==> config.mk <==
export PLATFORM = sky130hd
export DESIGN_NAME = ieg_gate
export DESIGN_NICKNAME = d
export VERILOG_FILES = /design/src/common/ieg_pkg.sv /design/src/rtl/ieg_gate.sv /design/src/rtl/ieg_mask_reg.sv /design/src/rtl/ieg_vecgen.sv
export VERILOG_INCLUDE_DIRS = /design/src /design/src/common
export SDC_FILE = /design/constraint.sdc
export NUM_CORES = 1
export LEC_CHECK = 0
export BUFFER_PORTS_ARGS = -buffer_cell sky130_fd_sc_hd__buf_2
export CORE_MARGIN = 5
export CORE_UTILIZATION = 52
export DETAILED_ROUTE_END_ITERATION = 16
export PLACE_DENSITY = 0.84
export SYNTH_ARGS = -nofsm -noshare
export SYNTH_HDL_FRONTEND = slang
export SYNTH_HIERARCHICAL = 1
export SYNTH_SLANG_ARGS = --single-unit
==> constraint.sdc <==
create_clock -name clock -period 3.9 [get_ports clock]
set_input_delay 0.195 -clock clock [delete_from_list [all_inputs] [get_ports clock]]
set_output_delay 0.195 -clock clock [all_outputs]
set_load 0.1 [all_outputs]
==> src/common/ieg_map.svh <==
`ifndef IEG_MAP_SVH
`define IEG_MAP_SVH

// Bus geometry
`define IEG_ADDR_W 8
`define IEG_DATA_W 32

// Register indices; byte address is four times the index
`define IEG_IDX_EN1 8'h2d
`define IEG_IDX_EN2 8'h2e
`define IEG_IDX_EN3 8'h2f
`define IEG_IDX_STAT 8'h30

// Enable register width and reset value
`define IEG_EN_W 4
`define IEG_EN_RST 4'h0

// Source count, one bit per source, bit i answers at vector i+1
`define IEG_SRC_N 12
`define IEG_IDX_W 4
`define IEG_VEC_W 12

// Source positions in the source vector
`define IEG_SRC_SER1 0
`define IEG_SRC_SER0 1
`define IEG_SRC_TM3 2
`define IEG_SRC_TM2 3
`define IEG_SRC_TM1 4
`define IEG_SRC_TM0 5
`define IEG_SRC_PIN4 6
`define IEG_SRC_PIN3 7
`define IEG_SRC_PIN2 8
`define IEG_SRC_PIN1 9
`define IEG_SRC_PIN0 10
`define IEG_SRC_CE 11

// Vector addresses of the end points of the table
`define IEG_VEC_CE 12'h00c
`define IEG_VEC_SER1 12'h001

// Status register field positions
`define IEG_STAT_GIE 12
`define IEG_STAT_RAW_LO 16

// Bus responses
`define IEG_RESP_OKAY 2'h0
`define IEG_RESP_SLVERR 2'h2

`endif

==> src/common/ieg_pkg.sv <==
package ieg_pkg;

  // Write channel sequencing, Gray coded along idle, exec, resp
  typedef enum logic [1:0] {
    IEG_WR_IDLE = 2'h0,
    IEG_WR_EXEC = 2'h1,
    IEG_WR_RESP = 2'h3
  } ieg_wr_state_t;

  // Read channel sequencing
  typedef enum logic {
    IEG_RD_IDLE = 1'h0,
    IEG_RD_RESP = 1'h1
  } ieg_rd_state_t;

  // Register selected by an address
  typedef enum logic [2:0] {
    IEG_SEL_EN1 = 3'h0,
    IEG_SEL_EN2 = 3'h1,
    IEG_SEL_EN3 = 3'h2,
    IEG_SEL_STAT = 3'h3,
    IEG_SEL_NONE = 3'h4
  } ieg_sel_t;

endpackage

==> src/rtl/ieg_gate.sv <==
`timescale 1ns/100ps
`default_nettype none
`include "ieg_map.svh"

module ieg_gate (
  input wire logic clock,
  input wire logic rst,
  // Watchdog or stack-overflow reset from the core, same clock
  input wire logic watchdog_stack_fault_reset,
  // Global enable state set by the enable instruction, same clock
  input wire logic global_irq_enable_instr,
  // Request flags from the peripheral flag registers, same clock
  input wire logic [`IEG_SRC_N-1:0] per_source_flag,
  // AXI4-Lite slave
  input wire logic [`IEG_ADDR_W-1:0] s_axi_awaddr,
  input wire logic [2:0] s_axi_awprot,
  input wire logic s_axi_awvalid,
  output logic s_axi_awready,
  input wire logic [`IEG_DATA_W-1:0] s_axi_wdata,
  input wire logic [3:0] s_axi_wstrb,
  input wire logic s_axi_wvalid,
  output logic s_axi_wready,
  output logic [1:0] s_axi_bresp,
  output logic s_axi_bvalid,
  input wire logic s_axi_bready,
  input wire logic [`IEG_ADDR_W-1:0] s_axi_araddr,
  input wire logic [2:0] s_axi_arprot,
  input wire logic s_axi_arvalid,
  output logic s_axi_arready,
  output logic [`IEG_DATA_W-1:0] s_axi_rdata,
  output logic [1:0] s_axi_rresp,
  output logic s_axi_rvalid,
  input wire logic s_axi_rready,
  // Acceptance request to the core with its branch address
  output logic irq_request,
  output logic [`IEG_VEC_W-1:0] irq_vector
);

  // Address to register select; protection bits are not checked
  function automatic ieg_pkg::ieg_sel_t decode(input logic [`IEG_ADDR_W-1:0] a);
    logic [`IEG_ADDR_W-1:0] idx;
    idx = {2'h0, a[`IEG_ADDR_W-1:2]};
    if (a[1:0] != 2'h0) begin
      decode = ieg_pkg::IEG_SEL_NONE;
    end else if (idx == `IEG_IDX_EN1) begin
      decode = ieg_pkg::IEG_SEL_EN1;
    end else if (idx == `IEG_IDX_EN2) begin
      decode = ieg_pkg::IEG_SEL_EN2;
    end else if (idx == `IEG_IDX_EN3) begin
      decode = ieg_pkg::IEG_SEL_EN3;
    end else if (idx == `IEG_IDX_STAT) begin
      decode = ieg_pkg::IEG_SEL_STAT;
    end else begin
      decode = ieg_pkg::IEG_SEL_NONE;
    end
  endfunction

  // Write channel state
  ieg_pkg::ieg_wr_state_t wr_state_ff;
  ieg_pkg::ieg_wr_state_t nxt_wr_state;
  // Address and data captured in either order
  logic aw_got_ff;
  logic w_got_ff;
  logic [`IEG_ADDR_W-1:0] aw_addr_ff;
  logic [`IEG_EN_W-1:0] w_data_ff;
  logic w_lane0_ff;
  // Handshake outputs, all registered
  logic awready_ff;
  logic wready_ff;
  logic bvalid_ff;
  logic [1:0] bresp_ff;
  // Read channel
  ieg_pkg::ieg_rd_state_t rd_state_ff;
  logic arready_ff;
  logic rvalid_ff;
  logic [`IEG_DATA_W-1:0] rdata_ff;
  logic [1:0] rresp_ff;
  // Channel handshakes this cycle
  logic aw_hs;
  logic w_hs;
  logic b_hs;
  logic ar_hs;
  logic r_hs;
  // Decoded write target, valid in exec state
  ieg_pkg::ieg_sel_t wr_sel;
  // Per-register write enables, one-cycle pulses
  logic [2:0] en_wr;
  // The three enable registers
  logic [`IEG_EN_W-1:0] en_q [3];
  // Enables laid out in source order
  logic [`IEG_SRC_N-1:0] src_mask;
  // Sources passing all three conditions
  logic [`IEG_SRC_N-1:0] gated;
  // Picker outputs
  logic pick_any;
  logic [`IEG_IDX_W-1:0] pick_idx;
  logic [`IEG_VEC_W-1:0] pick_vec;
  // Registered acceptance outputs
  logic irq_request_ff;
  logic [`IEG_VEC_W-1:0] irq_vector_ff;

  assign aw_hs = s_axi_awvalid && awready_ff;
  assign w_hs = s_axi_wvalid && wready_ff;
  assign b_hs = bvalid_ff && s_axi_bready;
  assign ar_hs = s_axi_arvalid && arready_ff;
  assign r_hs = rvalid_ff && s_axi_rready;
  assign wr_sel = decode(aw_addr_ff);

  // Write sequencing: gather both halves, write once, then answer
  always_comb begin
    nxt_wr_state = wr_state_ff;
    case (wr_state_ff)
      ieg_pkg::IEG_WR_IDLE: begin
        if ((aw_got_ff || aw_hs) && (w_got_ff || w_hs)) begin
          nxt_wr_state = ieg_pkg::IEG_WR_EXEC;
        end
      end
      ieg_pkg::IEG_WR_EXEC: begin
        nxt_wr_state = ieg_pkg::IEG_WR_RESP;
      end
      ieg_pkg::IEG_WR_RESP: begin
        if (b_hs) begin
          nxt_wr_state = ieg_pkg::IEG_WR_IDLE;
        end
      end
      default: begin
        nxt_wr_state = ieg_pkg::IEG_WR_IDLE;
      end
    endcase
  end

  // State register
  always_ff @(posedge clock) begin
    if (rst) begin
      wr_state_ff <= ieg_pkg::IEG_WR_IDLE;
    end else begin
      wr_state_ff <= nxt_wr_state;
    end
  end

  // Address capture; awready drops on the handshake so only one write is held
  always_ff @(posedge clock) begin
    if (rst) begin
      aw_got_ff <= 1'b0;
      aw_addr_ff <= '0;
      awready_ff <= 1'b0;
    end else if (aw_hs) begin
      aw_got_ff <= 1'b1;
      aw_addr_ff <= s_axi_awaddr;
      awready_ff <= 1'b0;
    end else if (b_hs) begin
      aw_got_ff <= 1'b0;
    end else if (wr_state_ff == ieg_pkg::IEG_WR_IDLE && !aw_got_ff) begin
      awready_ff <= 1'b1;
    end
  end

  // Data capture; only lane 0 carries register bits
  always_ff @(posedge clock) begin
    if (rst) begin
      w_got_ff <= 1'b0;
      w_data_ff <= '0;
      w_lane0_ff <= 1'b0;
      wready_ff <= 1'b0;
    end else if (w_hs) begin
      w_got_ff <= 1'b1;
      w_data_ff <= s_axi_wdata[`IEG_EN_W-1:0];
      w_lane0_ff <= s_axi_wstrb[0];
      wready_ff <= 1'b0;
    end else if (b_hs) begin
      w_got_ff <= 1'b0;
    end else if (wr_state_ff == ieg_pkg::IEG_WR_IDLE && !w_got_ff) begin
      wready_ff <= 1'b1;
    end
  end

  always_comb begin
    en_wr = 3'h0;
    if (wr_state_ff == ieg_pkg::IEG_WR_EXEC && w_lane0_ff) begin
      case (wr_sel)
        ieg_pkg::IEG_SEL_EN1: en_wr = 3'h1;
        ieg_pkg::IEG_SEL_EN2: en_wr = 3'h2;
        ieg_pkg::IEG_SEL_EN3: en_wr = 3'h4;
        default: en_wr = 3'h0;
      endcase
    end
  end

  // Write response; status is read-only, so a write to it is refused too
  always_ff @(posedge clock) begin
    if (rst) begin
      bvalid_ff <= 1'b0;
      bresp_ff <= `IEG_RESP_OKAY;
    end else if (wr_state_ff == ieg_pkg::IEG_WR_EXEC) begin
      bvalid_ff <= 1'b1;
      if (wr_sel == ieg_pkg::IEG_SEL_STAT || wr_sel == ieg_pkg::IEG_SEL_NONE) begin
        bresp_ff <= `IEG_RESP_SLVERR;
      end else begin
        bresp_ff <= `IEG_RESP_OKAY;
      end
    end else if (b_hs) begin
      bvalid_ff <= 1'b0;
    end
  end

  // Enable registers; a fault reset beats a write landing in the same cycle
  for (genvar g = 0; g < 3; g++) begin : g_en
    ieg_mask_reg u_en (
      .clock(clock),
      .rst(rst),
      .fault_clr(watchdog_stack_fault_reset),
      .wr_en(en_wr[g]),
      .wr_data(w_data_ff),
      .q_ff(en_q[g])
    );
  end

  // Spread register bits over source positions
  always_comb begin
    src_mask = '0;
    src_mask[`IEG_SRC_TM2] = en_q[0][0];
    src_mask[`IEG_SRC_TM3] = en_q[0][1];
    src_mask[`IEG_SRC_SER0] = en_q[0][2];
    src_mask[`IEG_SRC_SER1] = en_q[0][3];
    src_mask[`IEG_SRC_PIN3] = en_q[1][0];
    src_mask[`IEG_SRC_PIN4] = en_q[1][1];
    src_mask[`IEG_SRC_TM0] = en_q[1][2];
    src_mask[`IEG_SRC_TM1] = en_q[1][3];
    src_mask[`IEG_SRC_CE] = en_q[2][0];
    src_mask[`IEG_SRC_PIN0] = en_q[2][1];
    src_mask[`IEG_SRC_PIN1] = en_q[2][2];
    src_mask[`IEG_SRC_PIN2] = en_q[2][3];
  end

  assign gated = global_irq_enable_instr ? (per_source_flag & src_mask) : '0;

  // Vector generator
  ieg_vecgen u_vec (
    .gated(gated),
    .any(pick_any),
    .idx(pick_idx),
    .vector(pick_vec)
  );

  // Request follows gating each cycle; the core clears the flag it takes
  // register branch address
  always_ff @(posedge clock) begin
    if (rst) begin
      irq_request_ff <= 1'b0;
      irq_vector_ff <= '0;
    end else begin
      irq_request_ff <= pick_any;
      irq_vector_ff <= pick_any ? pick_vec : '0;
    end
  end

  // Read: address taken, data one cycle later, held until rready
  always_ff @(posedge clock) begin
    if (rst) begin
      rd_state_ff <= ieg_pkg::IEG_RD_IDLE;
      arready_ff <= 1'b0;
      rvalid_ff <= 1'b0;
      rdata_ff <= '0;
      rresp_ff <= `IEG_RESP_OKAY;
    end else begin
      case (rd_state_ff)
        ieg_pkg::IEG_RD_IDLE: begin
          if (ar_hs) begin
            arready_ff <= 1'b0;
            rvalid_ff <= 1'b1;
            rd_state_ff <= ieg_pkg::IEG_RD_RESP;
            rresp_ff <= `IEG_RESP_OKAY;
            rdata_ff <= '0;
            case (decode(s_axi_araddr))
              ieg_pkg::IEG_SEL_EN1: rdata_ff[`IEG_EN_W-1:0] <= en_q[0];
              ieg_pkg::IEG_SEL_EN2: rdata_ff[`IEG_EN_W-1:0] <= en_q[1];
              ieg_pkg::IEG_SEL_EN3: rdata_ff[`IEG_EN_W-1:0] <= en_q[2];
              ieg_pkg::IEG_SEL_STAT: begin
                rdata_ff[`IEG_SRC_N-1:0] <= gated;
                rdata_ff[`IEG_STAT_GIE] <= global_irq_enable_instr;
                rdata_ff[`IEG_STAT_RAW_LO +: `IEG_SRC_N] <= per_source_flag;
              end
              default: rresp_ff <= `IEG_RESP_SLVERR;
            endcase
          end else begin
            arready_ff <= 1'b1;
          end
        end
        ieg_pkg::IEG_RD_RESP: begin
          if (r_hs) begin
            rvalid_ff <= 1'b0;
            rd_state_ff <= ieg_pkg::IEG_RD_IDLE;
          end
        end
        default: begin
          rd_state_ff <= ieg_pkg::IEG_RD_IDLE;
        end
      endcase
    end
  end

  // Outputs straight from flops
  assign s_axi_awready = awready_ff;
  assign s_axi_wready = wready_ff;
  assign s_axi_bvalid = bvalid_ff;
  assign s_axi_bresp = bresp_ff;
  assign s_axi_arready = arready_ff;
  assign s_axi_rvalid = rvalid_ff;
  assign s_axi_rdata = rdata_ff;
  assign s_axi_rresp = rresp_ff;
  assign irq_request = irq_request_ff;
  assign irq_vector = irq_vector_ff;
endmodule
`default_nettype wire

==> src/rtl/ieg_mask_reg.sv <==
`timescale 1ns/100ps
`default_nettype none
`include "ieg_map.svh"

// One four-bit enable register of the register file
module ieg_mask_reg (
  input wire logic clock,
  input wire logic rst,
  input wire logic fault_clr,
  input wire logic wr_en,
  input wire logic [`IEG_EN_W-1:0] wr_data,
  output logic [`IEG_EN_W-1:0] q_ff
);

  // Power-on and watchdog or stack fault clear; other resets never reach here,
  // so chip-enable reset and clock stop leave the contents alone
  // clear on resets
  always_ff @(posedge clock) begin
    if (rst || fault_clr) begin
      q_ff <= `IEG_EN_RST;
    end else if (wr_en) begin
      q_ff <= wr_data;
    end
  end

endmodule
`default_nettype wire

==> src/rtl/ieg_vecgen.sv <==
`timescale 1ns/100ps
`default_nettype none
`include "ieg_map.svh"

// Picks one accepted source and forms its branch address
module ieg_vecgen (
  input wire logic [`IEG_SRC_N-1:0] gated,
  output logic any,
  output logic [`IEG_IDX_W-1:0] idx,
  output logic [`IEG_VEC_W-1:0] vector
);

  // Highest source index wins, so the chip-enable edge goes first
  always_comb begin
    any = 1'b0;
    idx = '0;
    for (int i = 0; i < `IEG_SRC_N; i++) begin
      if (gated[i]) begin
        any = 1'b1;
        idx = `IEG_IDX_W'(i);
      end
    end
  end

  assign vector = `IEG_VEC_W'(idx) + `IEG_VEC_SER1;

endmodule
`default_nettype wire

# == Word-level counts from Yosys, hierarchy flattened ==
# Cells that the tools add are included.
# totals
reg_bits,77
latch_bits,0
mem_bits_rw,0
rom_bits,0
inputBits,79
elab_cells,136
n_memories,0
# classes
addsub,1
multipliers,0
div_mod_pow,0
n_lt_le_gt_ge,0
n_eq_ne,21
shifts,0
mux,58
bitwise_logic,4
n_reduce_logical,32
# ops
cell,n
3-bit two-way mux,18
6-bit equality test (second input constant),8
12-bit two-way mux,2
1-bit two-way mux,22
4-bit two-way mux,4
4-bit case mux with 4 select lines,1
12-bit bitwise AND,1
3-bit by 2-bit equality test with 1-bit output (second input constant),4
2-bit two-way mux,6
2-bit AND reduction,5
2-bit nonzero test,5
1-bit logical AND,9
9-bit two-way mux,1
3-bit case mux with 3 select lines,1
3-bit by 1-bit equality test with 1-bit output (second input constant),2
3-bit zero test,2
2-bit inequality test (second input constant),3
2-bit case mux with 3 select lines,1
2-bit OR reduction,3
4-bit by 1-bit adder with 5-bit output (second input constant),1
1-bit logical OR,4
1-bit case mux with 2 select lines,2
4-bit OR reduction,1
3-bit equality test (second input constant),1
6 further kinds,9

# == Logic depth before layout (Yosys ltp) ==
# Gate-level depths: netlist of run 1.
# logic_depth
depth_word,16
mapped_depth,9

# == Cells and area by module ==
# The synthesis of run 1 kept the hierarchy.
# by_module_without_submodules
module,n_inst,cells_per_inst,area_per_inst_um2
ieg_gate,1,281,2573.7
ieg_mask_reg,3,13,145.1
ieg_vecgen,1,34,209.0

# == Worst setup path before layout of run 1 ==
# Ideal clock, no wire load.
# synth_path
path_kind,reg2reg
startpoint,"reg arready_ff, in the netlist s_axi_arready"
endpoint,"reg rdata_ff[17], in the netlist s_axi_rdata[17]"
setup_ns,0.062
arrival_ns,2.136
setup_slack_ns,1.701
stages_incl_launch_ff,7
n_path_buf,2
synth_period_minus_slack_ns,2.199
cell_sequence,dfxtp_1 and3b_1 buf_2 nand4_4 nor4b_4 buf_6 a22o_1
# synth_via
elab_chain_len,2
# synth_rtl
item,line,source
start: declaration,ieg_gate.sv:74,logic arready_ff;
start signal: assignment,ieg_gate.sv:261,arready_ff <= 1'b0;
start signal: assignment,ieg_gate.sv:269,arready_ff <= 1'b0;
start signal: assignment,ieg_gate.sv:286,arready_ff <= 1'b1;
1-bit logical AND,ieg_gate.sv:105,assign ar_hs = s_axi_arvalid && arready_ff;
2-bit AND reduction (no source line),-,
end signal: indexed assignment,ieg_gate.sv:275,ieg_pkg::IEG_SEL_EN1: rdata_ff[`IEG_EN_W-1:0] <= en_q[0];
end signal: indexed assignment,ieg_gate.sv:276,ieg_pkg::IEG_SEL_EN2: rdata_ff[`IEG_EN_W-1:0] <= en_q[1];
end signal: indexed assignment,ieg_gate.sv:277,ieg_pkg::IEG_SEL_EN3: rdata_ff[`IEG_EN_W-1:0] <= en_q[2];
end: declaration,ieg_gate.sv:76,logic [`IEG_DATA_W-1:0] rdata_ff;
# No other way between the ends.
# A chain may end at the register's enable or synchronous reset.

# == Worst setup path in the final report of run 1 ==
# layout_path
startpoint,reg aw_addr_ff[7]
endpoint,reg g_en[0].u_en.q_ff[3]
# layout_via
elab_chain_len,9
# layout_rtl
item,line,source
start: declaration,ieg_gate.sv:64,logic [`IEG_ADDR_W-1:0] aw_addr_ff;
start signal: assignment,ieg_gate.sv:149,aw_addr_ff <= s_axi_awaddr;
6-bit equality test (no source line),-,
3-bit two-way mux,ieg_gate.sv:51,end else if (idx == `IEG_IDX_STAT) begin
3-bit two-way mux,ieg_gate.sv:49,end else if (idx == `IEG_IDX_EN3) begin
3-bit two-way mux,ieg_gate.sv:47,end else if (idx == `IEG_IDX_EN2) begin
3-bit two-way mux *,ieg_gate.sv:45,end else if (idx == `IEG_IDX_EN1) begin
3-bit two-way mux *,ieg_gate.sv:43,if (a[1:0] != 2'h0) begin
3-bit by 2-bit equality test with 1-bit output (tied with other cells),ieg_gate.sv:180,case (wr_sel)
3-bit case mux with 3 select lines *,ieg_gate.sv:180,
3-bit two-way mux *,ieg_gate.sv:179,if (wr_state_ff == ieg_pkg::IEG_WR_EXEC && w_lane0_ff) begin
via en_wr[0],ieg_gate.sv:87,logic [2:0] en_wr;
end signal: assignment,ieg_mask_reg.sv:20,q_ff <= `IEG_EN_RST;
end signal: assignment,ieg_mask_reg.sv:22,q_ff <= wr_data;
end: declaration,ieg_mask_reg.sv:12,output logic [`IEG_EN_W-1:0] q_ff
# Mark *: on every way through the listed nets, which the timed path passes. The rest lies on a longest branch.

==> metrics.yaml, run 1 <==
cells_and_area:
  layout-drive-gt1-share_pct: 28.3
  final_util_pct: 64.0
  area_delta_synth_final_pct: 18.5
  regArea_sq_mm: 0.00150
  nNetsFinal: 517
  stdcell_count: 517
  multiInputGateArea_sq_mm: 0.00155
  num_antenna_cells: 0
  n_fill_cell: 539
timing:
  grt_setup_unrepaired: "false"
  skew_ns: 0.00853
  period_share_pct: 56.0
  fin_worst_hold_slack_ns: 0.0746
  fin_setup_tns_ns: 0
  worst_pin_slew_ns: 0.961
  worst_slack_ns: 1.72
  slew_headroom_pct: 35.9
  final-setup-viol-count: 0
  period_minus_slack_ns: 2.18
  drv_slew: 0
  hold_viol: 0
  timing.fmax_mhz: 458
worst_setup_path:
  cp.arrival_ns: 2.38
  cp_cell_sequence: "nor3b_1 -> nand3_1 -> a221oi_1 -> mux2i_1 -> nor3_1"
  required_ns: 4.10
  crit_type: "reg -> reg"
  crit_fanout: 4
  reg2reg_depth: 5
  start_kind: "flop"
  cpPeakStageDelay_ns: 0.79
  cp-end-kind: "flop"
  cpMaxStageDelayCell: "a221oi_1"
floorplan:
  core_sq_mm: 0.00596
  initial_utilization_pct: 54.0
  row_count: 28
  dieArea_sq_mm: 0.00786
  pin_count: 133
  fp.dieH_um: 88.7
  fp.dieW_um: 88.7
yosys:
  yosysWarnings: 6
  synth_edf_count: 0
  synth_area_per_cell_sq_um: 9.09
  yosys.cell_types.count: 51
  synth_top_area_share_pct: 46.7
  yosysSeqAreaShare_pct: 46.7
  netlist_instances: 354
  ys_async_sr_fraction_pct: 0
  synth_flop_cell: "dfxtp_1"
  synth_most_common_cell: "dfxtp_1"
  synth.top_cells.by_count: "dfxtp_1 (75), nand2_1 (58), a21oi_1 (22)"
  synth_top_cell_by_area: "dfxtp_1"
  synth_area_leaders: "dfxtp_1 (47%), nand2_1 (6.8%), mux2i_1 (4.0%)"
  syn-cell-area_sq_mm: 0.00322
  synth-seq-cells: 75
routing:
  drc_errors: 0
  first_iter_violations: 137
  wl_per_cell_um: 13.9
  routed_wl_um: 7180
  post_drt_via_cell_ratio: 5.23
  antenna_left: 0
  dr_total_vias: 2704
  dr.pass1.iters: 4
clocking:
  cts.htree.levels: 3
  post-cts-setup-buffers: 0
  cts_tree: "done"
  clock-root-buffer: "clkbuf_8"
  cts_buffer_depth: 2
  numCtsBuffers: 9
  clk_latency_ns: 0.34
  cts.sinks: 75
  ctsResizeCount: 0
  cts_hold_buffers: 0
  clk_pin_slew_ns: 0.07
pwr:
  combPwrFrac_pct: 20.8
  clockPowerShare_pct: 31.9
  switching_share_pct: 33.2
  internal-power_mw: 1.21
  p_leak_nw: 1.73
  p_switching_mw: 0.601
  p_per_area_mw_per_mm2: 474
  pwr-share-seq_pct: 47.3
  ir_worst_vdd_v: 0.000417
hold_path:
  hold_depth: 2
  hold_class: "in -> reg"
placement:
  port_buffers: 86
  place_ws_ns: 1.75
  dp_hpwl_um: 5490
  gp_congestion: 0.949
  dp_cells: 501
run_status:
  status: "finished, final reports clean"
grt:
  grt.overflow.total: 0
  grt_pass1_vias: 2631
  grt_pass1_wl_um: 11600
  grt_start_max_net_pins: 39
  antenna_found_initial: 0
  grt_usage_pct: 19.0
flow_run:
  drv_cap: 0
-- kinds of logic after synthesis --
group	share of synthesized area (%)
buffers and inverters	7.00
muxes	5.44
and+or+nand+nor	23.7
AOI/OAI and AO/OA	16.3
adders and majority gates	0.389
DFF	46.7
xor gates and xnor gates	0.272
other	0.233
-- layer usage --
metal	routed length, um	part of all wire, %	track usage (%)
met1	3060	43	21.6
met2	3500	49	33.6
met3	516	7.2	4.47
met4	110	1.5	8.38
met5	0	0	0
-- layout make-up --
cell class / instances / area share (%)
multi-input cells: 255 / 40.6
flip-flops and latches: 75 / 39.4
repair buffers: 88 / 11.7
clock buffers: 11 / 3.71
well taps: 75 / 2.46
clock inverters: 5 / 1.38
inverters: 8 / 0.788
-- worst paths after layout --
check,startpoint,end,slack [ns]
worst max-delay path,aw_addr_ff[7],g_en[0].u_en/q_ff[3],1.72
worst min-delay path,s_axi_rready,s_axi_rvalid,0.07
worst max register to register,aw_addr_ff[7],g_en[0].u_en/q_ff[3],1.72
worst min register to register,s_axi_rdata[12],s_axi_rdata[12],0.44
-- per-stage QoR --
stage	total power, mW	instance area (sq um)
after global routing	1.89	3810
after floorplan	1.18	3270
after global placement	1.24	3620
final	1.81	3810
after CTS	1.82	3810
after detailed placement	1.25	3620
-- power by group through the flow --
stage	clock [mW]	combinational (mW)	sequential [mW]
finish	0.577	0.376	0.856
global route	0.627	0.404	0.863
CTS	0.588	0.377	0.855
detailed placement	0	0.375	0.872
global placement	0	0.369	0.869
floorplan	0	0.179	0.999
-- worst max-delay path, delay by kind of cell (launching register included) --
kind / cells / cell delay, ns
AND/OR/NAND/NOR: 3 / 0.61
flip-flops: 1 / 0.36
AO/OA/AOI/OAI: 1 / 0.79
multiplexers: 1 / 0.28
-- cell usage in the layout, fill, tap and decap left out, types with 2 or more instances in the layout --
cell / Yosys / final
a22o_1: 12 / 12
dfxtp_1: 75 / 75
buf_4: 17 / 2
o21ai_0: 6 / 6
nor3_1: 20 / 20
nor4_1: 2 / 2
a22oi_1: 8 / 8
o221a_2: 2 / 2
nor3b_1: 2 / 2
buf_2: 3 / 86
inv_1: 8 / 8
nor2b_1: 3 / 3
nor2_1: 18 / 18
a311oi_1: 2 / 2
mux2_2: 4 / 4
or3_1: 2 / 2
conb_1: 2 / 17
mux2i_1: 13 / 13
clkinv_2: 0 / 3
o21ai_2: 8 / 8
nand2_1: 58 / 58
and3b_1: 2 / 2
clkbuf_8: 0 / 10
nand3_1: 2 / 2
and3_1: 14 / 14
and2_1: 14 / 14
o21a_1: 2 / 2
a21oi_1: 22 / 22
-- sequential cells by signal, summed over array words and instances (netlist names) --
| name | count |
|---|---|
| wr_state_ff | 2 |
| s_axi_awready | 1 |
| aw_got_ff | 1 |
| rd_state_ff | 1 |
| s_axi_arready | 1 |
| w_got_ff | 1 |
| s_axi_rvalid | 1 |
| w_data_ff | 4 |
| w_lane0_ff | 1 |
| irq_request | 1 |
| s_axi_bvalid | 1 |
| g_en.u_en/q_ff | 12 |
| s_axi_bresp | 1 |
| s_axi_wready | 1 |
| s_axi_rresp | 1 |
| s_axi_rdata | 25 |
| irq_vector | 12 |
| aw_addr_ff | 8 |
No activity file was read; power rests on OpenSTA's default activity.
==> inputs of run 2 (changes only) <==
--- a/config.mk
+++ b/config.mk
@@ -8,9 +8,9 @@
 export LEC_CHECK = 0
 export BUFFER_PORTS_ARGS = -buffer_cell sky130_fd_sc_hd__buf_2
 export CORE_MARGIN = 5
-export CORE_UTILIZATION = 52
+export CORE_UTILIZATION = 43
 export DETAILED_ROUTE_END_ITERATION = 16
-export PLACE_DENSITY = 0.84
+export PLACE_DENSITY = 0.74
 export SYNTH_ARGS = -nofsm -noshare
 export SYNTH_HDL_FRONTEND = slang
 export SYNTH_HIERARCHICAL = 1
==> constraint.sdc (replaced) <==
create_clock -name clock -period 1.8 [get_ports clock]
set_input_delay 0.09 -clock clock [delete_from_list [all_inputs] [get_ports clock]]
set_output_delay 0.09 -clock clock [all_outputs]
set_load 0.1 [all_outputs]
==> metrics.yaml, run 2 (same netlist as run 1, synthesis figures left out) <==
run_status:
  status: "finished, final reports clean"
clocking:
  clock-root-buffer: "clkbuf_8"
  numCtsBuffers: 9
  cts_buffer_depth: 2
  post-cts-setup-buffers: 0
  cts.sinks: 75
  cts.htree.levels: 3
  cts_tree: "done"
  clk_latency_ns: 0.36
  clk_pin_slew_ns: 0.09
timing:
  fin_setup_tns_ns: 0
  slew_headroom_pct: 66.2
  timing.fmax_mhz: 582
  worst_slack_ns: 0.0804
  period_share_pct: 95.5
  skew_ns: 0.0112
  final-setup-viol-count: 0
  period_minus_slack_ns: 1.72
  worst_pin_slew_ns: 0.503
  hold_viol: 0
  drv_slew: 0
grt:
  grt_pass1_wl_um: 12600
  grt_usage_pct: 17.5
  antenna_found_initial: 0
  grt_start_max_net_pins: 38
  grt_pass1_vias: 2756
  grt.overflow.total: 0
routing:
  routed_wl_um: 8220
  post_drt_via_cell_ratio: 5.01
  dr_total_vias: 2928
  antenna_left: 0
  drc_errors: 0
  first_iter_violations: 224
  wl_per_cell_um: 14.1
  dr.pass1.iters: 4
placement:
  placed_cell_area_sq_mm: 0.00377
  place_ws_ns: 0.0781
  gp_congestion: 0.848
  port_buffers: 86
  dp_hpwl_um: 5980
hold_path:
  hold_class: "in -> reg"
worst_setup_path:
  start_kind: "flop"
  crit_type: "reg -> reg"
  cp-end-kind: "flop"
  cp.arrival_ns: 1.94
  required_ns: 2.02
  crit_fanout: 4
pwr:
  p_leak_nw: 1.94
  p_per_area_mw_per_mm2: 948
  ir_worst_vdd_v: 0.000731
cells_and_area:
  layout_commonest_cell: "buf_2"
  layout-drive-gt1-share_pct: 31.3
  num_antenna_cells: 0
  area_delta_synth_final_pct: 32.9
  nNetsFinal: 560
  layout_common_cells: "buf_2 (86), dfxtp_1 (71), nand2_1 (57)"
  final_area_sq_mm: 0.00428
  largest_reg_flops: 25
flow_run:
  drv_cap: 0
floorplan:
  fp.dieH_um: 96.5
  core_sq_mm: 0.00725
  pin_count: 133
  dieArea_sq_mm: 0.00931
  fp.dieW_um: 96.5
  row_count: 31
  initial_utilization_pct: 44.4
run 2: cell types whose count changed in the layout (fill, tap and decap cells not counted), moves of 3 or more:
| cell | change |
|---|---|
| buf_4 | +16 |
| clkinv_2 | -3 |
| dfxtp_1 | -4 |
| dlygate4sd3_1 | +27 |
| dfxtp_2 | +3 |
run 2: layout make-up:
class / count / area [sq um]
clock buffer: 10 / 149
multi-input combinational: 255 / 1580
tap: 99 / 124
clock inverter: 6 / 53.8
fill: 648 / 2980
inverter: 8 / 30.0
timing repair buffer: 131 / 836
sequential: 75 / 1510
run 2: critical path, stage by stage, from the launching register on:
cell,delay (ns)
dfxtp_1,0.39
nor3b_2,0.25
nand3_1,0.20
nor3_1,0.30
buf_4,0.20
mux2i_1,0.19
nor3_1,0.07
run 2: worst paths after layout:
| check | end | from | depth (start not counted) | slack [ns] |
|---|---|---|---|---|
| max | g_en[2].u_en/q_ff[3] | aw_addr_ff[7] | 6 | 0.08 |
| max reg2reg | g_en[2].u_en/q_ff[3] | aw_addr_ff[7] | 6 | 0.08 |
| min reg2reg | s_axi_rdata[12] | s_axi_rdata[12] | 2 | 0.45 |
| min | s_axi_wready | s_axi_wvalid | 4 | 0.05 |
run 2: metrics by stage:
stage	power [mW]	cells	hold slack [ns]	util, %
detailed placement	2.74	541	0.330	52.0
floorplan	2.55	369	0.167	-
global placement	2.72	541	0.311	52.0
finish	4.06	584	0.0538	59.0
CTS	4.07	584	0.0346	58.5
global route	4.22	584	0.0788	59.0
run 2: report_power, final:
part	switching, mW	internal [mW]
registers	0.102	1.77
clock network	0.677	0.608
logic	0.657	0.246
run 2: routing by layer:
metal / up-vias / share of wire (%) / GRT usage (%)
met1: 1338 / 41 / 20.3
met4: 0 / 1.6 / 6.31
met5: - / 0 / 0
met2: 113 / 50 / 32.0
li1: 1464 / - / -
met3: 13 / 6.6 / 3.33
run 2: timing repair:
action	CTS	global route
endpoints found under the hold margin	29	0
endpoints found under the setup margin	0	12
resized for setup	0	9
hold buffers	27	0
